$ cat src/verilog/tsc_pkg.sv
// constants, field layout and state encoding of the transceiver state controller
package tsc_pkg;

   // register index on the plain register port
   localparam logic [7:0] REG_MODE   = 8'h00;
   localparam logic [7:0] REG_CAL1   = 8'h01;
   localparam logic [7:0] REG_CAL2   = 8'h02;
   localparam logic [7:0] REG_STATUS = 8'h03;

   // mode control fields
   localparam int MODE_W         = 10;
   localparam int MODE_SOFT_REG_RESET_BIT  = 0;
   localparam int MODE_SYN_BIT   = 2;
   localparam int MODE_TRC_BIT   = 3;
   localparam int MODE_DR_LSB    = 4;
   localparam int MODE_EXBR_BIT  = 7;
   localparam int MODE_DATA_RATE_CLOCK_ENABLE_BIT  = 8;
   localparam int MODE_IF_CLOCK_ENABLE_BIT  = 9;
   localparam logic [9:0] MODE_RESET = 10'h083;
   localparam logic [1:0] DR_3M      = 2'h3;

   // calibration control I and II fields
   localparam int CAL1_TEMP_GO_BIT = 0;
   localparam int CAL1_RSSI_MAN_BIT = 2;
   localparam int CAL1_SEL_LSB     = 4;
   localparam int CAL_STEPS        = 5;
   localparam int CAL2_CAL_GO_BIT  = 1;
   localparam int CAL2_RSSI_GO_BIT = 2;

   // step index 5 means all selected steps are done, ending time runs
   localparam logic [2:0] CAL_END = 3'h5;

   // timing: clock period and bit period, counts derived from them
   localparam int CLK_PERIOD_PS = 5000;
   localparam int BIT_1M_PS     = 1000000;
   localparam int BIT_CYCLES_1M = BIT_1M_PS / CLK_PERIOD_PS;
   localparam int RATE_3M_STEP  = 3;
   localparam logic [6:0] RX_SYNC_BITS = 7'h48;
   localparam logic [6:0] END_CAL_BITS = 7'h0c;

   typedef enum logic [6:0] {
      ST_SLEEP = 7'h01,
      ST_STANDBY_STATE  = 7'h02,
      ST_PLL   = 7'h04,
      ST_RX    = 7'h08,
      ST_TX    = 7'h10,
      ST_RSSI  = 7'h20,
      ST_CAL   = 7'h40
   } tsc_state_t;

endpackage : tsc_pkg

$ cat src/verilog/tsc_bit_tick.sv
// bit period tick generator for the 1 Mbps and 3 Mbps modes
`timescale 1ns/1ps
`default_nettype none
module tsc_bit_tick import tsc_pkg::*; #(
   parameter int unsigned CYCLES_PER_US = BIT_CYCLES_1M
) (
   // clock and reset
   input  wire logic clk_sys,
   input  wire logic rst,
   // rate select and tick
   input  wire logic rate_3m,
   output logic      bit_tick
);

   localparam int AW = $clog2(CYCLES_PER_US + RATE_3M_STEP + 1);
   localparam logic [AW-1:0] MODULUS = AW'(CYCLES_PER_US);

   if (CYCLES_PER_US < RATE_3M_STEP) begin : g_chk
      $error("tsc_bit_tick: bit period shorter than three clocks");
   end

   logic [AW-1:0] acc_reg;
   logic [AW-1:0] acc_sum;

   // fractional accumulator keeps the 3 Mbps period exact on average
   assign acc_sum = acc_reg + (rate_3m ? AW'(RATE_3M_STEP) : AW'(1));

   always_ff @(posedge clk_sys or posedge rst) begin
      if (rst) begin
         acc_reg  <= '0;
         bit_tick <= 1'b0;
      end else if (acc_sum >= MODULUS) begin
         acc_reg  <= acc_sum - MODULUS;
         bit_tick <= 1'b1;
      end else begin
         acc_reg  <= acc_sum;
         bit_tick <= 1'b0;
      end
   end

endmodule : tsc_bit_tick
`default_nettype wire

$ cat src/verilog/tsc_controller.sv
// operating state controller of the transceiver: power states and sequences
//
// Implementation choices: the placing of the registers and the plain strobed port.
`timescale 1ns/1ps
`default_nettype none
// What this block does
// - after reset the block sits in sleep while the standby pin is low
// - sleep keeps crystal and analog power off; no baseband clock
// - standby pin rising moves sleep to standby; crystal on, analog off
// - standby pin low sends every state straight back to sleep
// - host sets data rate clock enable, then temp go starts a measurement
// - finished temperature measurement clears temp go and ends measurement
// - temperature waits for calibration or rssi, and they wait for it
// - synthesizer warm from standby needs synth on, radio low, no cal
// - synthesizer stays powered through the whole radio state
// - radio pin rising in synth warm enters rx or tx by tx/rx select
// - rx powers receiver only, tx powers transmitter only
// - no direct rx/tx swap; radio pin low returns to synth warm
// - rssi in rx with data rate clock; auto from frame events or manual go
// - rssi go outside rx is kept until rssi is next entered from rx, or a reset
// - rssi done returns to rx by itself
// - host enables clocks; calibration go in standby enters calibration
// - calibration go outside standby is kept until the next standby
// - selected calibration steps run in fixed order, unselected skipped
// - normal calibration end clears calibration go and returns to standby
// - host clearing calibration go aborts all steps back to standby
// - rx sync and calibration ending are counted in bit periods
// - bit period is 1 us at 1 Mbps and a third of that at 3 Mbps
// - pins: standby low sleep, standby only standby, both high radio
// - tx/rx select sampled at radio pin rise; refused without synthesizer
// - control bits reset on hardware reset pin low or soft reset write
module tsc_controller import tsc_pkg::*; #(
   parameter int unsigned CYCLES_PER_US = BIT_CYCLES_1M
) (
   // clock and reset
   input  wire logic        clk_sys,
   input  wire logic        rst,
   // mode and reset pins
   input  wire logic        standby_select_pin,
   input  wire logic        radio_active_pin,
   input  wire logic        hw_reset_pin_n,
   // register port
   input  wire logic [7:0]  reg_addr,
   input  wire logic [15:0] reg_wdata,
   input  wire logic        reg_wr,
   input  wire logic        reg_rd,
   output logic      [15:0] reg_rdata,
   // receive events and analog completion
   input  wire logic        rx_frame_pulse,
   input  wire logic        fifo_packet_flag,
   input  wire logic        cal_step_done,
   input  wire logic        temp_done,
   input  wire logic        rssi_done,
   // power and status outputs
   output logic             baseband_clock_out,
   output logic             xtal_on,
   output logic             analog_power_on,
   output logic             synth_power_on,
   output logic             rx_power_on,
   output logic             tx_power_on,
   output logic             rssi_active,
   output logic             temp_active,
   output logic [4:0]       cal_step_active,
   output logic [6:0]       state_code
);

   tsc_state_t state_reg, state_next;
   logic [2:0] pin_meta, pin_sync;
   logic [1:0] pin_prev;
   logic       ms0, ms1, ms0_rise, ms1_rise, hw_rst;
   logic [MODE_W-1:0] mode_reg;
   logic [4:0] cal_sel_reg;
   logic       rssi_man_reg, temp_go_reg, cal_go_reg, rssi_go_reg;
   logic       temp_active_reg;
   logic [2:0] cal_idx_reg, cal_idx_next;
   logic [6:0] end_cnt_reg, rx_sync_cnt_reg;
   logic       bit_tick, reg_reset, wr_mode, wr_cal1, wr_cal2;
   logic       cal_finish, temp_start, temp_finish, rssi_trig, rssi_enter;

   // lowest selected step at or after 'from', or CAL_END when none is left
   function automatic logic [2:0] first_sel(input logic [4:0] sel,
                                            input logic [2:0] from);
      logic [2:0] r;
      r = CAL_END;
      for (int i = CAL_STEPS - 1; i >= 0; i--) begin
         if (sel[i] && (3'(i) >= from)) begin
            r = 3'(i);
         end
      end
      return r;
   endfunction : first_sel

   tsc_bit_tick #(
      .CYCLES_PER_US (CYCLES_PER_US)
   ) u_tick (
      .clk_sys  (clk_sys),
      .rst      (rst),
      .rate_3m  (mode_reg[MODE_DR_LSB+:2] == DR_3M),
      .bit_tick (bit_tick)
   );

   // pins pass two flops; edges are taken after the second only
   always_ff @(posedge clk_sys or posedge rst) begin
      if (rst) begin
         pin_meta <= 3'h4;
         pin_sync <= 3'h4;
         pin_prev <= 2'h0;
      end else begin
         pin_meta <= {hw_reset_pin_n, radio_active_pin, standby_select_pin};
         pin_sync <= pin_meta;
         pin_prev <= pin_sync[1:0];
      end
   end

   assign ms0      = pin_sync[0];
   assign ms1      = pin_sync[1];
   assign hw_rst   = !pin_sync[2];
   assign ms0_rise = ms0 && !pin_prev[0];
   assign ms1_rise = ms1 && !pin_prev[1];

   assign wr_mode   = reg_wr && (reg_addr == REG_MODE);
   assign wr_cal1   = reg_wr && (reg_addr == REG_CAL1);
   assign wr_cal2   = reg_wr && (reg_addr == REG_CAL2);
   assign reg_reset = hw_rst || (wr_mode && !reg_wdata[MODE_SOFT_REG_RESET_BIT]);

   // soft reset bit reads back as one once its reset has been applied
   always_ff @(posedge clk_sys or posedge rst) begin
      if (rst) begin
         mode_reg     <= MODE_RESET;
         cal_sel_reg  <= 5'h00;
         rssi_man_reg <= 1'b0;
      end else if (reg_reset) begin
         mode_reg     <= MODE_RESET;
         cal_sel_reg  <= 5'h00;
         rssi_man_reg <= 1'b0;
      end else begin
         if (wr_mode) begin
            mode_reg <= reg_wdata[MODE_W-1:0];
         end
         if (wr_cal1) begin
            cal_sel_reg  <= reg_wdata[CAL1_SEL_LSB+:CAL_STEPS];
            rssi_man_reg <= reg_wdata[CAL1_RSSI_MAN_BIT];
         end
      end
   end

   // command bits: a host write in the clearing cycle wins over the clear
   always_ff @(posedge clk_sys or posedge rst) begin
      if (rst) begin
         cal_go_reg  <= 1'b0;
         rssi_go_reg <= 1'b0;
         temp_go_reg <= 1'b0;
      end else if (reg_reset) begin
         cal_go_reg  <= 1'b0;
         rssi_go_reg <= 1'b0;
         temp_go_reg <= 1'b0;
      end else begin
         if (wr_cal2) begin
            cal_go_reg  <= reg_wdata[CAL2_CAL_GO_BIT];
            rssi_go_reg <= reg_wdata[CAL2_RSSI_GO_BIT];
         end else begin
            if (cal_finish) begin
               cal_go_reg <= 1'b0;
            end
            if (rssi_enter) begin
               rssi_go_reg <= 1'b0;
            end
         end
         if (wr_cal1) begin
            temp_go_reg <= reg_wdata[CAL1_TEMP_GO_BIT];
         end else if (temp_finish) begin
            temp_go_reg <= 1'b0;
         end
      end
   end

   // temperature runs beside any awake state except calibration and rssi
   assign temp_start = temp_go_reg && mode_reg[MODE_DATA_RATE_CLOCK_ENABLE_BIT] &&
                       !temp_active_reg && (state_reg != ST_SLEEP) &&
                       (state_reg != ST_CAL) && (state_reg != ST_RSSI);
   assign temp_finish = temp_active_reg && temp_done;

   always_ff @(posedge clk_sys or posedge rst) begin
      if (rst) begin
         temp_active_reg <= 1'b0;
      end else if (state_next == ST_SLEEP || temp_finish) begin
         temp_active_reg <= 1'b0;
      end else if (temp_start) begin
         temp_active_reg <= 1'b1;
      end
   end

   assign rssi_trig = mode_reg[MODE_DATA_RATE_CLOCK_ENABLE_BIT] && !temp_active_reg &&
                      !temp_start &&
                      (rssi_man_reg ? rssi_go_reg
                                    : (rx_frame_pulse || fifo_packet_flag));
   assign rssi_enter = (state_reg == ST_RX) && (state_next == ST_RSSI);

   assign cal_finish = (state_reg == ST_CAL) && (cal_idx_reg == CAL_END) &&
                       bit_tick && (end_cnt_reg == END_CAL_BITS - 7'h01);

   always_comb begin
      state_next = state_reg;
      if (!ms0) begin
         state_next = ST_SLEEP;
      end else begin
         case (state_reg)
            ST_SLEEP: begin
               if (ms0_rise) begin
                  state_next = ST_STANDBY_STATE;
               end
            end
            ST_STANDBY_STATE: begin
               if (cal_go_reg && !temp_active_reg && !temp_start) begin
                  state_next = ST_CAL;
               end else if (mode_reg[MODE_SYN_BIT] && !ms1 && !cal_go_reg) begin
                  state_next = ST_PLL;
               end
            end
            ST_PLL: begin
               if (!mode_reg[MODE_SYN_BIT]) begin
                  state_next = ST_STANDBY_STATE;
               end else if (ms1_rise) begin
                  state_next = mode_reg[MODE_TRC_BIT] ? ST_TX : ST_RX;
               end
            end
            ST_RX: begin
               if (!ms1) begin
                  state_next = ST_PLL;
               end else if (rssi_trig) begin
                  state_next = ST_RSSI;
               end
            end
            ST_RSSI: begin
               if (!ms1) begin
                  state_next = ST_PLL;
               end else if (rssi_done) begin
                  state_next = ST_RX;
               end
            end
            ST_TX: begin
               if (!ms1) begin
                  state_next = ST_PLL;
               end
            end
            ST_CAL: begin
               if (!cal_go_reg || cal_finish) begin
                  state_next = ST_STANDBY_STATE;
               end
            end
            default: state_next = ST_SLEEP;
         endcase
      end
   end

   always_ff @(posedge clk_sys or posedge rst) begin
      if (rst) begin
         state_reg <= ST_SLEEP;
      end else begin
         state_reg <= state_next;
      end
   end

   // calibration walks the selection in fixed order; done pulses advance it
   always_comb begin
      cal_idx_next = cal_idx_reg;
      if (state_next != ST_CAL) begin
         cal_idx_next = CAL_END;
      end else if (state_reg != ST_CAL) begin
         cal_idx_next = first_sel(cal_sel_reg, 3'h0);
      end else if (cal_idx_reg != CAL_END && cal_step_done) begin
         cal_idx_next = first_sel(cal_sel_reg, cal_idx_reg + 3'h1);
      end
   end

   always_ff @(posedge clk_sys or posedge rst) begin
      if (rst) begin
         cal_idx_reg <= CAL_END;
         end_cnt_reg <= 7'h00;
      end else begin
         cal_idx_reg <= cal_idx_next;
         if (state_next != ST_CAL || cal_idx_reg != CAL_END) begin
            end_cnt_reg <= 7'h00;
         end else if (bit_tick) begin
            end_cnt_reg <= end_cnt_reg + 7'h01;
         end
      end
   end

   // receive sync time counted in bit periods, saturating
   always_ff @(posedge clk_sys or posedge rst) begin
      if (rst) begin
         rx_sync_cnt_reg <= 7'h00;
      end else if (state_reg != ST_RX && state_reg != ST_RSSI) begin
         rx_sync_cnt_reg <= 7'h00;
      end else if (bit_tick && rx_sync_cnt_reg != RX_SYNC_BITS) begin
         rx_sync_cnt_reg <= rx_sync_cnt_reg + 7'h01;
      end
   end

   // outputs other than temp_active follow the next state so they change with state_reg
   always_ff @(posedge clk_sys or posedge rst) begin
      if (rst) begin
         xtal_on         <= 1'b0;
         analog_power_on <= 1'b0;
         synth_power_on  <= 1'b0;
         rx_power_on     <= 1'b0;
         tx_power_on     <= 1'b0;
         rssi_active     <= 1'b0;
         temp_active     <= 1'b0;
         cal_step_active <= 5'h00;
         state_code      <= ST_SLEEP;
      end else begin
         xtal_on         <= state_next != ST_SLEEP;
         analog_power_on <= !(state_next inside {ST_SLEEP, ST_STANDBY_STATE});
         synth_power_on  <= state_next inside {ST_PLL, ST_RX, ST_TX,
                                               ST_RSSI};
         rx_power_on     <= state_next inside {ST_RX, ST_RSSI};
         tx_power_on     <= state_next == ST_TX;
         rssi_active     <= state_next == ST_RSSI;
         temp_active     <= temp_active_reg;
         cal_step_active <= (cal_idx_next == CAL_END) ? 5'h00
                            : 5'(5'h01 << cal_idx_next);
         state_code      <= state_next;
      end
   end

   // the baseband clock is half the system clock while the crystal runs
   always_ff @(posedge clk_sys or posedge rst) begin
      if (rst) begin
         baseband_clock_out <= 1'b0;
      end else if (state_next != ST_SLEEP && mode_reg[MODE_EXBR_BIT]) begin
         baseband_clock_out <= !baseband_clock_out;
      end else begin
         baseband_clock_out <= 1'b0;
      end
   end

   // read data stand only in the cycle after the read strobe
   always_ff @(posedge clk_sys or posedge rst) begin
      if (rst) begin
         reg_rdata <= 16'h0000;
      end else if (!reg_rd) begin
         reg_rdata <= 16'h0000;
      end else begin
         case (reg_addr)
            REG_MODE:   reg_rdata <= {6'h00, mode_reg};
            REG_CAL1:   reg_rdata <= {7'h00, cal_sel_reg, 1'b0, rssi_man_reg,
                                      1'b0, temp_go_reg};
            REG_CAL2:   reg_rdata <= {13'h0000, rssi_go_reg, cal_go_reg, 1'b0};
            REG_STATUS: reg_rdata <= {4'h0, rx_sync_cnt_reg == RX_SYNC_BITS,
                                      cal_idx_reg, temp_active_reg, state_reg};
            default:    reg_rdata <= 16'h0000;
         endcase
      end
   end
endmodule : tsc_controller
`default_nettype wire

$ cat config.mk
export PLATFORM = sky130hd
export DESIGN_NAME = tsc_controller
export DESIGN_NICKNAME = d
export VERILOG_FILES = /design/src/verilog/tsc_pkg.sv /design/src/verilog/tsc_bit_tick.sv /design/src/verilog/tsc_controller.sv
export SDC_FILE = /design/constraint.sdc
export NUM_CORES = 1
export LEC_CHECK = 0
export BUFFER_PORTS_ARGS = -buffer_cell sky130_fd_sc_hd__buf_2
export CORE_MARGIN = 3
export CORE_UTILIZATION = 30
export DETAILED_ROUTE_END_ITERATION = 6
export PLACE_DENSITY = 0.57
export SETUP_SLACK_MARGIN = 0.05
export SKIP_CTS_REPAIR_TIMING = 1
export SLEW_MARGIN = 10
export SYNTH_ARGS = -nofsm -noshare
export SYNTH_HDL_FRONTEND = slang
export SYNTH_SLANG_ARGS = --single-unit
$ cat constraint.sdc
create_clock -name clk_sys -period 2.1 [get_ports clk_sys]
set_input_delay 0.105 -clock clk_sys [delete_from_list [all_inputs] [get_ports clk_sys]]
set_output_delay 0.105 -clock clk_sys [all_outputs]
set_load 0.02 [all_outputs]
Word level (Yosys, flattened, before mapping)
Cells that the tools add are included.
Widths: inputs -> output; s select.
{"block": "totals", "out_inout_bits": 36, "memories": 0, "register_bits": 90, "inputBits": 36, "rom_bits": 0, "latchBits": 0, "wordCells": 182, "ram_bits": 0}
{"block": "classes", "div_mod_pow": 0, "addsub": 5, "magnitude_cmp": 6, "eq_ne": 29, "multipliers": 0, "reduce_logical": 59, "n_bitwise": 0, "n_shift": 1, "muxes": 56}
{"op": "$mux 7", "count": 16}
{"op": "$pmux 7 s7", "count": 1}
{"op": "$pmux 12 s4", "count": 1}
{"op": "$mux 3", "count": 11}
{"op": "$logic_and 1x1->1", "count": 32}
{"op": "$eq 7x4->1 const B", "count": 3}
{"op": "$ne 7x7->1 const B", "count": 3}
{"op": "$mux 10", "count": 2}
{"op": "$mux 5", "count": 4}
{"op": "$mux 1", "count": 18}
{"op": "$eq 8x2->1 const B", "count": 2}
{"op": "$mux 16", "count": 1}
{"op": "$add 7x1->7 const B", "count": 2}
{"op": "$eq 7x1->1 const B", "count": 2}
{"op": "$eq 7x2->1 const B", "count": 2}
{"op": "$eq 7x3->1 const B", "count": 2}
{"op": "$eq 7x5->1 const B", "count": 2}
{"op": "$eq 7x6->1 const B", "count": 2}
{"op": "$eq 7x7->1 const B", "count": 2}
{"op": "$ne 7x1->1 const B", "count": 2}
{"op": "$reduce_bool 2->1", "count": 7}
{"op": "$logic_not 1->1", "count": 10}
{"op": "$reduce_bool 3->1", "count": 3}
{"op": "$add 8x8->8", "count": 1}
{"op": "18 further kinds", "count": 25}

Logic depth before layout (Yosys ltp)
Gate-level depths: netlist of run 1.
{"block": "logic_depth", "ltp_word": 17, "ltp_mapped": 11, "mapped_depth_nobuf": 11}

Modules after synthesis
Synthesis of run 1 repeated with hierarchy kept, for this count alone.
{"block": "hier_totals", "hier_cells": 426, "hier_area_um2": 4406.7}
{"module": "tsc_controller", "area_per_inst_um2": 3787.4, "n_inst": 1, "seq_area_each_um2": 1936.9, "cells_per_inst": 372}
{"module": "tsc_bit_tick", "area_per_inst_um2": 619.3, "n_inst": 1, "seq_area_each_um2": 225.2, "cells_per_inst": 54}

Worst setup path after synthesis of run 1
OpenSTA, ideal clock, no wires.
{"block": "synth_path", "kind": "flip-flop to flip-flop", "from": "register, netlist name state_code[1]", "to": "register rssi_go_reg", "setup_ns": 0.134, "t_arrival_ns": 2.082, "path_stages_with_launch": 8, "t_required_ns": 1.966, "period_less_slack_ns": 2.216, "slack_ns": -0.116, "n_path_buf": 1, "cell_sequence": "dfrtp_1 buf_2 or4_4 o311ai_4 o21ai_1 nor4b_4 a211o_2 a21oi_1"}
{"item": "end signal, assigned", "line": "tsc_controller.sv:160", "source": "rssi_go_reg <= reg_wdata[CAL2_RSSI_GO_BIT];"}
{"item": "end, declared", "line": "tsc_controller.sv:73", "source": "logic rssi_man_reg, temp_go_reg, cal_go_reg, rssi_go_reg;"}

Worst setup path after layout of run 1
{"block": "layout_path", "from": "register cal_idx_reg[0]", "to": "register cal_step_active[4]"}
{"block": "layout_between", "elab_chain_len": 13, "word_cells_on_any_way": 33, "classes_between": "1 x add/sub; 5 x order compare; 4 x eq/ne; 1 x shift; 12 x mux; 10 x reduce/logical"}
{"item": "start, declared", "line": "tsc_controller.sv:75", "source": "logic [2:0] cal_idx_reg, cal_idx_next;"}
{"item": "start signal, assigned", "line": "tsc_controller.sv:281", "source": "cal_idx_reg <= cal_idx_next;"}
{"item": "$add 3x1->3", "line": "tsc_controller.sv:272", "source": "cal_idx_next = first_sel(cal_sel_reg, cal_idx_reg + 3'h1);"}
{"item": "$ge 3x3->1", "line": "tsc_controller.sv:86", "source": "if (sel[i] && (3'(i) >= from)) begin"}
{"item": "$logic_and 1x1->1", "line": "tsc_controller.sv:86"}
{"item": "$mux 1", "line": "tsc_controller.sv:86"}
{"item": "$mux 3 (4 in series)", "line": "tsc_controller.sv:86"}
{"item": "$mux 3", "line": "tsc_controller.sv:271", "source": "end else if (cal_idx_reg != CAL_END && cal_step_done) begin"}
{"item": "$mux 3", "line": "tsc_controller.sv:269", "source": "end else if (state_reg != ST_CAL) begin"}
{"item": "$mux 3 (*)", "line": "tsc_controller.sv:267", "source": "if (state_next != ST_CAL) begin"}
{"item": "$eq 3x3->1 / $shl 1x3->5 (equally long branches)", "line": "tsc_controller.sv:322, tsc_controller.sv:323"}
{"item": "$mux 5 (*)", "line": "tsc_controller.sv:322", "source": "cal_step_active <= (cal_idx_next == CAL_END) ? 5'h00"}
{"item": "end signal, assigned", "line": "tsc_controller.sv:322"}
{"item": "end, declared", "line": "tsc_controller.sv:63", "source": "output logic [4:0] cal_step_active,"}
Every way passes the cells marked *; elsewhere a longest branch is shown, timed or not.
A chain may end at the register's enable or synchronous reset.

==> results by group, run 1 <==
Critical path
  – Critical path, cell by cell: ha_4, o31a_1, a22o_1, a221oi_2, o31a_1, nor4_1
  – Stage delay of the slowest cell on the critical path: 570 ps
  – Arrival time reported for the critical path endpoint: ~2400 ps
  – Setup crit start kind: register
  – Slowest-stage cell, CP: sky130_fd_sc_hd__dfstp_2
  – Worst EP required: approximately 2300 ps
  – CP max FO: 3
  – Register-to-register setup slack: -40 ps
  – Type of element capturing the critical path: register
  – Kind of critical path: reg -> reg
  – Critical Path Most Common Cell: sky130_fd_sc_hd__o31a_1

Drt
  – Remaining routing DRC violations: 0
  – Number of vias after detailed routing: 3619
  – Antenna violation net count after detailed routing: 0
  – First-pass detailed-route iteration total: 4
  – DR iter-0 viols: 202
  – Routed len/inst: between 15 and 20 um
  – Total detailed-routing wirelength: roughly 11000 um
  – Routed vias/inst: 4.99

Run
  – Max-Cap Viols: 0

Clock tree
  – Sinks on Clock Net: 86
  – Number of clock buffers inserted by TritonCTS: 9
  – H-tree lvl count: 3
  – Number of buffers on the longest clock path: 2
  – Clock tree from TritonCTS: yes
  – Clock transition at the registers of the reported paths: ~60 ps
  – Skew-Pair Late Insertion Delay: around 340 ps
  – CTS Root Cell: sky130_fd_sc_hd__clkbuf_16

Floorplanning
  – Placement Rows: 43
  – Die area: 0.0160 mm^2
  – Core footprint: around 0.014 mm^2
  – Total I/O pin count: 72
  – Die boundary width: 126 um
  – Initial standard-cell utilization of the core: between 30% and 40%
  – Height of the die: between 100 and 150 um

Power
  – Maximum vdd drop: roughly 320 uV
  – Total power after layout: between 3 and 4 mW
  – Total leakage power: 2.71 nW
  – Pwr Density: between 600 and 700 mW/mm^2

Global routing
  – Grt total ovfl: 0
  – Pin count of the biggest net entering global routing: 87
  – Global-route wire length before repair: around 18000 um
  – Total track usage: roughly 14%
  – Vias in the first global route: around 3500
  – Antenna violations before repair: 0

STA
  – Tcrit/Tclk final: 102%
  – Unrepaired setup endpoints after global routing: yes
  – Total negative slack: -196 ps
  – Setup Skew: between 7 and 8 ps
  – Relative slew slack: between 60% and 70%
  – Count of final setup violators: 14
  – Fmax: approximately 470 MHz
  – Fin Hold WS: -10.9 ps
  – Slew of the pin with the lowest slew margin: ~530 ps
  – Minimum clock period: around 2100 ps
  – Final Hold Viols: 2
  – Max-slew violations: 0
  – Post-route setup slack: -43.0 ps

Place
  – RePlAce Congestion: between 0.8 and 0.9
  – HPWL after detailed placement: between 8000 and 9000 um
  – Cell area reported after detailed placement: around 0.0051 mm^2
  – Number of I/O port buffers: 61

Layout
  – Footprint of the flip-flops and latches: 0.00217 mm^2
  – Commonest cells after routing, fill and taps aside: sky130_fd_sc_hd__dfrtp_1 (75), sky130_fd_sc_hd__buf_2 (61), sky130_fd_sc_hd__nor2_1 (48)
  – Area of all placed cells without fillers: roughly 0.0057 mm^2
  – Most common cell after layout, fill and taps aside: sky130_fd_sc_hd__dfrtp_1
  – Combined area of the multi-input logic cells: between 0.002 and 0.0025 mm^2
  – Max reg flops: 12
  – Area Growth Syn to Fin: 30.3%
  – Post-layout net count: ~600
  – N_diodes: 0
  – Fill count: 1335
  – Layout cell share with drive strength beyond 1: 34.7%

Status
  – Violations in the final reports: hold timing, setup timing
  – Outcome: finished, violations left

Logic synthesis
  – Sequential cell area fraction in the yosys report: between 40% and 50%
  – Number of flops mapped to enable cells by yosys: 0
  – Synth Cell Area: roughly 0.0044 mm^2
  – Synth warn: 0
  – Number of distinct library cell variants in the gate-level netlist after synthesis: 71
  – Synthesis-stage register bit count: 86
  – Number of standard cells after synthesis: 430
  – Main flop type after synthesis: sky130_fd_sc_hd__dfrtp_1
  – Post-synth ARST share: 100%
  – Mean instance size in the synthesized netlist: 10.1 um^2

Hold path
  – Class of the tightest hold or removal check: in -> reg
## cell type report
cell class | instances | area share (%)
timing repair buffer | 116 | 13.2
clock buffer | 13 | 4.41
sequential | 86 | 38.2
clock inverter | 3 | 0.353
inverter | 28 | 1.96
multi-input combinational | 299 | 37.9
tap | 180 | 3.97
## through the flow
step | setup slack, ps | utilization, % | instances
floorplan | -9.74 | - | 433
global placement | -29.3 | 36.5 | 694
detailed placement | -48.7 | 36.5 | 694
CTS | -60.4 | 38.4 | 710
global route | -135 | 40.4 | 725
finish | -43.0 | 40.4 | 725
## synth_stat cells, drive strengths merged, types with 2 or more instances
library cell / count / area (um^2)
nor3b: 3 / 22.5
clkbuf: 9 / 33.8
nor2: 53 / 199
a21boi: 4 / 30.0
a211oi: 2 / 15.0
inv: 27 / 101
dfstp: 8 / 210
nand3: 7 / 47.6
dfrtp: 78 / 1950
xnor2: 11 / 96.3
a21oi: 20 / 108
o211ai: 3 / 22.5
o31ai: 2 / 15.0
or4b: 2 / 20.0
a22oi: 5 / 37.5
nor2b: 2 / 12.5
nor4bb: 3 / 30.0
nand2: 40 / 160
nor3: 14 / 80.1
nor4: 7 / 50.1
nand3b: 2 / 15.0
or3: 3 / 18.8
o31a: 4 / 35.0
nand4: 7 / 43.8
xor2: 10 / 87.6
ha: 9 / 113
a31oi: 3 / 18.8
nand2b: 5 / 31.3
mux2i: 12 / 120
buf: 11 / 70.1
nand4b: 3 / 26.3
and2: 4 / 25.0
a22o: 8 / 70.1
o21ai: 10 / 50.0
a221oi: 3 / 32.5
o311ai: 2 / 35.0
nor4b: 6 / 67.6
a21o: 5 / 38.8
and3: 6 / 38.8
or4: 2 / 18.8
## worst max-delay path: cells and delay by family, from the launching register on
| family | cells | cell delay [ps] |
|---|---|---|
| and+or+nand+nor | 1 | 80 |
| adders and majority gates | 1 | 210 |
| AOI/OAI and AO/OA | 4 | 1150 |
| DFF | 1 | 570 |
## report_power, final
part	switching [mW]	leakage (nW)	total, mW	internal [mW]
clock	0.627	0.126	1.46	0.833
combinational	0.148	1.44	0.257	0.109
sequential	0.0146	1.14	1.69	1.68
## final timing paths
| path | from | to | cells after the start |
|---|---|---|---|
| max | cal_idx_reg[0] | cal_step_active[4] | 6 |
| max in group asynchronous | rst | state_code[6] | 4 |
| min in group asynchronous | rst | pin_meta[0] | 4 |
| min reg2reg | pin_meta[0] | pin_sync[0] | 0 |
| max reg2reg | cal_idx_reg[0] | cal_step_active[4] | 6 |
| min | reg_wdata[1] | mode_reg[1] | 3 |
## logic make-up after synthesis
family	Yosys count	share of synthesized area, %
buffers and inverters	48	4.83
AO/OA/AOI/OAI	81	13.8
flip-flops	86	49.6
adder cells (fa/ha/maj)	10	3.05
other	1	0.0861
AND/OR/NAND/NOR	169	20.8
multiplexers	14	3.53
XOR/XNOR	21	4.22
## routing by layer
layer | track usage [%] | share of wire [%] | vias to the layer above
met3 | 2.95 | 4.7 | 18
li1 | - | - | 1730
met4 | 6.06 | 2.0 | 0
met2 | 21.2 | 46 | 96
met5 | 0 | 0 | -
met1 | 19.5 | 48 | 1775
No activity file was read; power rests on OpenSTA's default activity.
==> inputs of run 2 (changes only) <==
--- a/config.mk
+++ b/config.mk
@@ -5,6 +5,7 @@
 export SDC_FILE = /design/constraint.sdc
 export NUM_CORES = 1
 export LEC_CHECK = 0
+export ABC_AREA = 1
 export BUFFER_PORTS_ARGS = -buffer_cell sky130_fd_sc_hd__buf_2
 export CORE_MARGIN = 3
 export CORE_UTILIZATION = 30
==> results by group, run 2 <==
Logic synthesis
  – Mean instance size in the synthesized netlist: between 8 and 9 um^2
  – Synth Cell Area: roughly 0.0044 mm^2
  – Cell types with the highest counts after synthesis: sky130_fd_sc_hd__nand2_1 (111), sky130_fd_sc_hd__inv_1 (95), sky130_fd_sc_hd__dfrtp_1 (78)
  – Number of standard cells after synthesis: 534
  – Synth warn: 0
  – Synthesis-stage register bit count: 86
  – Number of distinct library cell variants in the gate-level netlist after synthesis: 36
  – Number of flops mapped to enable cells by yosys: 0
  – Proportion of netlist area held by the largest area contributor: between 40 and 50%
  – Leading cell types by total area after synthesis: sky130_fd_sc_hd__dfrtp_1 (45%), sky130_fd_sc_hd__nand2_1 (9.6%), sky130_fd_sc_hd__inv_1 (8.2%)
  – Post-synth ARST share: between 90% and 100%
  – Sequential cell area fraction in the yosys report: 49.7%
  – Main flop type after synthesis: sky130_fd_sc_hd__dfrtp_1
  – Most repeated cell in the gate-level netlist after synthesis: sky130_fd_sc_hd__nand2_1
  – Biggest area consumer among synthesized cells: sky130_fd_sc_hd__dfrtp_1

Layout
  – Fill count: ~1400
  – N_diodes: 0
  – Combined area of the multi-input logic cells: ~0.0019 mm^2
  – Area Growth Syn to Fin: 25.0%
  – Max reg flops: 12
  – Commonest cells after routing, fill and taps aside: sky130_fd_sc_hd__nand2_1 (108), sky130_fd_sc_hd__inv_1 (92), sky130_fd_sc_hd__dfrtp_1 (77)
  – Layout cell share with drive strength beyond 1: 22.2%
  – Most common cell after layout, fill and taps aside: sky130_fd_sc_hd__nand2_1
  – Area of all placed cells without fillers: between 0.005 and 0.006 mm^2
  – Post-layout net count: roughly 670
  – Footprint of the flip-flops and latches: 0.00216 mm^2
  – Post-route insts no fill: between 800 and 900

Place
  – Cell area reported after detailed placement: roughly 0.0049 mm^2
  – Worst slack, placed: roughly 56 ps
  – HPWL after detailed placement: ~8400 um
  – RePlAce Congestion: just over 0.9
  – Post-placement cell count: approximately 780
  – Number of I/O port buffers: 61

STA
  – Relative slew slack: 62.7%
  – Setup Skew: just over 7 ps
  – Final Hold Viols: 1
  – Tcrit/Tclk final: just under 100%
  – Slew of the pin with the lowest slew margin: about 560 ps
  – Unrepaired setup endpoints after global routing: yes
  – Max-slew violations: 0
  – Fmax: ~480 MHz
  – Minimum clock period: 2070 ps
  – Fin Hold WS: -2.15 ps
  – Count of final setup violators: 0
  – Post-route setup slack: about 34 ps

Clock tree
  – Clock transition at the registers of the reported paths: ~60 ps
  – Number of clock buffers inserted by TritonCTS: 9
  – Number of buffers on the longest clock path: 2
  – H-tree lvl count: 3
  – Clock tree from TritonCTS: yes
  – Sinks on Clock Net: 86
  – Skew-Pair Late Insertion Delay: around 340 ps
  – CTS Root Cell: sky130_fd_sc_hd__clkbuf_16

Drt
  – Antenna violation net count after detailed routing: 0
  – First-pass detailed-route iteration total: 5
  – Remaining routing DRC violations: 0
  – Routed len/inst: around 13 um
  – Routed vias/inst: about 4.5
  – Number of vias after detailed routing: about 3700
  – Total detailed-routing wirelength: approximately 11000 um
  – DR iter-0 viols: ~270

Critical path
  – CP max FO: 5
  – Setup crit start kind: register
  – Arrival time reported for the critical path endpoint: roughly 2300 ps
  – Register-to-register setup slack: between 30 and 40 ps
  – Type of element capturing the critical path: register
  – Worst EP required: about 2300 ps
  – Kind of critical path: reg -> reg

Floorplanning
  – Total I/O pin count: a little over 70
  – Initial standard-cell utilization of the core: between 30% and 40%
  – Die area: about 0.016 mm^2
  – Height of the die: roughly 130 um
  – Die boundary width: between 100 and 150 um
  – Core footprint: around 0.014 mm^2
  – Placement Rows: 43

Power
  – Total leakage power: 2.86 nW
  – Pwr Density: between 800 and 900 mW/mm^2
  – Total power after layout: between 4 and 5 mW
  – Maximum vdd drop: roughly 330 uV

Global routing
  – Global-route wire length before repair: between 15000 and 20000 um
  – Antenna violations before repair: 0
  – Grt total ovfl: 0
  – Vias in the first global route: around 3600
  – Total track usage: between 10% and 20%
  – Pin count of the biggest net entering global routing: 40

Hold path
  – Class of the tightest hold or removal check: in -> reg

Run
  – Max-Cap Viols: 0

Status
  – Outcome: finished, violations left
  – Violations in the final reports: hold timing
-- run 2: cell types whose count changed after synthesis, moves of 6 or more --
cell / previous run / this run
sky130_fd_sc_hd__o21ai_0: 9 / 33
sky130_fd_sc_hd__nand2_1: 38 / 111
sky130_fd_sc_hd__nor4_1: 6 / 0
sky130_fd_sc_hd__a22o_1: 8 / 0
sky130_fd_sc_hd__nand3_1: 6 / 35
sky130_fd_sc_hd__clkbuf_1: 9 / 0
sky130_fd_sc_hd__mux2i_1: 12 / 0
sky130_fd_sc_hd__inv_1: 27 / 95
sky130_fd_sc_hd__nor2_1: 53 / 60
-- run 2: layer usage --
| metal | GRT usage, % | vias up | part of all wire, % |
|---|---|---|---|
| met5 | 0 | - | 0 |
| met4 | 4.92 | 0 | 0.41 |
| met3 | 2.91 | 4 | 5.8 |
| met2 | 21.1 | 82 | 45 |
| met1 | 19.4 | 1719 | 48 |
| li1 | - | 1846 | - |
-- run 2: kinds of logic after synthesis --
family	share of synthesized area, %
simple gates	25.8
buf+inv	9.28
flops	49.7
compound gates	9.14
xor+xnor	3.02
fa+ha+maj	3.05
other cells	0.0861
-- run 2: worst paths after layout --
kind                         startpoint                 to  depth (start not counted)
max in group asynchronous           rst        mode_reg[7]                          4
hold / removal             reg_wdata[3]        mode_reg[3]                          3
setup / recovery            mode_reg[5]  u_tick.acc_reg[3]                         11
min in group asynchronous           rst  u_tick.acc_reg[1]                          3
hold reg to reg             pin_meta[0]        pin_sync[0]                          0
setup reg to reg            mode_reg[5]  u_tick.acc_reg[3]                         11
-- run 2: power breakdown --
part	internal, mW	switching (mW)
Combinational	0.256	0.374
Clock	1.28	0.637
Sequential	1.76	0.0882
-- run 2: cell type report --
type | count | area share [%]
well taps | 180 | 4.14
flip-flops and latches | 86 | 39.8
repair buffers | 78 | 8.37
multi-input cells | 348 | 34.3
clock inverters | 6 | 2.46
inverters | 97 | 6.76
clock buffers | 10 | 4.21
-- run 2: critical path: stages, from the launching register on --
cell and delay, ps:
sky130_fd_sc_hd__dfrtp_1 390, sky130_fd_sc_hd__nand2_2 90, sky130_fd_sc_hd__inv_2 50, sky130_fd_sc_hd__ha_4 250, sky130_fd_sc_hd__nand3_2 70, sky130_fd_sc_hd__nand2_2 100, sky130_fd_sc_hd__nand4_1 180, sky130_fd_sc_hd__o21bai_1 250
sky130_fd_sc_hd__nand2_1 110, sky130_fd_sc_hd__nor2_2 180, sky130_fd_sc_hd__nand2_2 120, sky130_fd_sc_hd__xor2_1 150
-- run 2: per-stage QoR --
stage | setup TNS [ps] | utilization [%]
final | 0 | 38.8
after global routing | -438 | 38.8
after CTS | 0 | 37.7
after detailed placement | 0 | 35.1
after global placement | 0 | 35.1
after floorplan | 0 | -
==> inputs of run 3 (changes only) <==
--- a/config.mk
+++ b/config.mk
@@ -7,10 +7,12 @@
 export LEC_CHECK = 0
 export ABC_AREA = 1
 export BUFFER_PORTS_ARGS = -buffer_cell sky130_fd_sc_hd__buf_2
+export CORE_ASPECT_RATIO = 1.1
 export CORE_MARGIN = 3
 export CORE_UTILIZATION = 30
 export DETAILED_ROUTE_END_ITERATION = 6
 export PLACE_DENSITY = 0.57
+export RECOVER_POWER = 50
 export SETUP_SLACK_MARGIN = 0.05
 export SKIP_CTS_REPAIR_TIMING = 1
 export SLEW_MARGIN = 10
==> results by group, run 3 (same netlist as run 2, synthesis figures left out) <==
Place
  – Cell area reported after detailed placement: between 0.004 and 0.005 mm^2
  – Worst slack, placed: 33.8 ps
  – HPWL after detailed placement: slightly above 8000 um
  – RePlAce Congestion: around 0.93
  – Post-placement cell count: a little under 800
  – Number of I/O port buffers: 61

Drt
  – Routed vias/inst: 4.62
  – DR iter-0 viols: 183
  – Number of vias after detailed routing: between 3000 and 4000
  – Routed len/inst: 13.2 um
  – Total detailed-routing wirelength: ~11000 um
  – First-pass detailed-route iteration total: 5
  – Remaining routing DRC violations: 0
  – Antenna violation net count after detailed routing: 0

Critical path
  – Kind of critical path: reg -> reg
  – Type of element capturing the critical path: register
  – Setup crit start kind: register
  – Stage delay of the slowest cell on the critical path: 400 ps
  – Source of the worst register-to-register timing path: mode_reg[4]
  – Worst EP required: about 2300 ps
  – Slowest-stage cell, CP: sky130_fd_sc_hd__dfrtp_1
  – Critical path, cell by cell: nand2_2, inv_2, ha_4, nand3_2, nand2_2, nand4_1, o21bai_1, nand2_1, nor2_2, nand2_2, xor2_1
  – Register-to-register setup slack: 70 ps
  – CP max FO: 5
  – Arrival time reported for the critical path endpoint: between 2000 and 2500 ps
  – Critical Path Most Common Cell: sky130_fd_sc_hd__nand2_2
  – Cells on worst reg2reg path: 11
  – Capture instance of the worst register-to-register path: u_tick.acc_reg[3]

Layout
  – Layout cell share with drive strength beyond 1: 18.2%
  – Post-layout net count: between 600 and 700
  – Area Growth Syn to Fin: 22.9%
  – N_diodes: 0
  – Max reg flops: 12
  – Area of all placed cells without fillers: approximately 0.0054 mm^2
  – Most common cell after layout, fill and taps aside: sky130_fd_sc_hd__nand2_1
  – Commonest cells after routing, fill and taps aside: sky130_fd_sc_hd__nand2_1 (108), sky130_fd_sc_hd__inv_1 (92), sky130_fd_sc_hd__dfrtp_1 (77)
  – Post-route insts no fill: 813
  – Share of the core filled with cells in the final layout: about two fifths

Power
  – Total leakage power: 2.71 nW
  – Total power after layout: a little over 4 mW
  – Pwr Density: about 770 mW/mm^2
  – Maximum vdd drop: 402 uV

Global routing
  – Vias in the first global route: between 3000 and 4000
  – Global-route wire length before repair: ~18000 um
  – Total track usage: 13.9%
  – Pin count of the biggest net entering global routing: 45
  – Grt total ovfl: 0
  – Antenna violations before repair: 0

STA
  – Post-route setup slack: 71.0 ps
  – Minimum clock period: approximately 2000 ps
  – Max-slew violations: 0
  – Final Hold Viols: 0
  – Total negative slack: 0 ps
  – Unrepaired setup endpoints after global routing: yes
  – Slew of the pin with the lowest slew margin: between 700 and 800 ps
  – Tcrit/Tclk final: a little over nine tenths
  – Fmax: roughly 500 MHz
  – Setup Skew: around 5.7 ps
  – Fin Hold WS: ~6.1 ps
  – Count of final setup violators: 0
  – Relative slew slack: 52.5%

Hold path
  – Class of the tightest hold or removal check: in -> reg
  – Start point of the worst min-delay path: reg_rd
  – Cell depth of the worst hold path: 3
  – End point of the worst hold path: reg_rdata[7]

Run
  – Max-Cap Viols: 0

Clock tree
  – Clock transition at the registers of the reported paths: about 60 ps
  – CTS Root Cell: sky130_fd_sc_hd__clkbuf_16
  – Skew-Pair Late Insertion Delay: 340 ps
  – Sinks on Clock Net: between 80 and 90
  – Number of buffers on the longest clock path: 2
  – H-tree lvl count: 3
  – Number of clock buffers inserted by TritonCTS: 9
  – Clock tree from TritonCTS: yes

Floorplanning
  – Core footprint: ~0.014 mm^2
  – Height of the die: between 100 and 150 um
  – Die area: between 0.015 and 0.02 mm^2
  – Placement Rows: 45
  – Total I/O pin count: 72
  – Initial standard-cell utilization of the core: between 30% and 40%
  – Die boundary width: ~120 um

Status
  – Outcome: finished clean
==> run 3: cell types whose count changed in the layout (fill, tap and decap cells not counted), sizes merged <==
cell	before	now
bufinv	4	1
clkbuf	10	35
clkinv	2	1
inv	96	97
buf	74	47
clkinvlp	1	5
dlygate4sd3	4	5
==> run 3: worst max path at each step <==
stage	endpoint	startpoint	depth (start not counted)	slack [ps]
floorplan	u_tick.acc_reg[3]	mode_reg[4]	11	290
global placement	u_tick.acc_reg[3]	mode_reg[4]	11	120
detailed placement	u_tick.acc_reg[5]	mode_reg[4]	13	30
CTS	u_tick.acc_reg[5]	mode_reg[4]	13	9
global route	u_tick.acc_reg[5]	mode_reg[5]	13	-30
finish	u_tick.acc_reg[3]	mode_reg[4]	11	70
==> run 3: worst max-delay path, delay by kind of cell (launching register included) <==
family	cells	cell delay, ps
simple gates	7	780
buf+inv	1	50
compound gates	1	250
fa+ha+maj	1	250
xor+xnor	1	160
flops	1	400
==> run 3: final cells by class <==
| class | count | area (um^2) |
|---|---|---|
| Timing Repair Buffer | 78 | 424 |
| Sequential cell | 86 | 2160 |
| Fill cell | 1424 | 8670 |
| Inverter | 97 | 365 |
| Multi-Input combinational cell | 348 | 1870 |
| Clock buffer | 9 | 225 |
| Tap cell | 188 | 235 |
| Clock inverter | 7 | 73.8 |
==> run 3: power by group <==
group	internal [mW]	switching [mW]	leakage [nW]	total, mW
clock	0.923	0.666	0.134	1.59
combinational	0.296	0.400	1.44	0.697
sequential	1.76	0.0895	1.14	1.85
==> run 3: layer usage <==
| layer | wire length (um) | part of all wire, % | global-route usage, % | vias up |
|---|---|---|---|---|
| met5 | 0 | 0 | 0 | - |
| met4 | 117 | 1.1 | 4.41 | 0 |
| met3 | 524 | 4.9 | 3.22 | 8 |
| met2 | 5070 | 47 | 22.0 | 105 |
| met1 | 4980 | 47 | 18.8 | 1797 |
| li1 | - | - | - | 1848 |
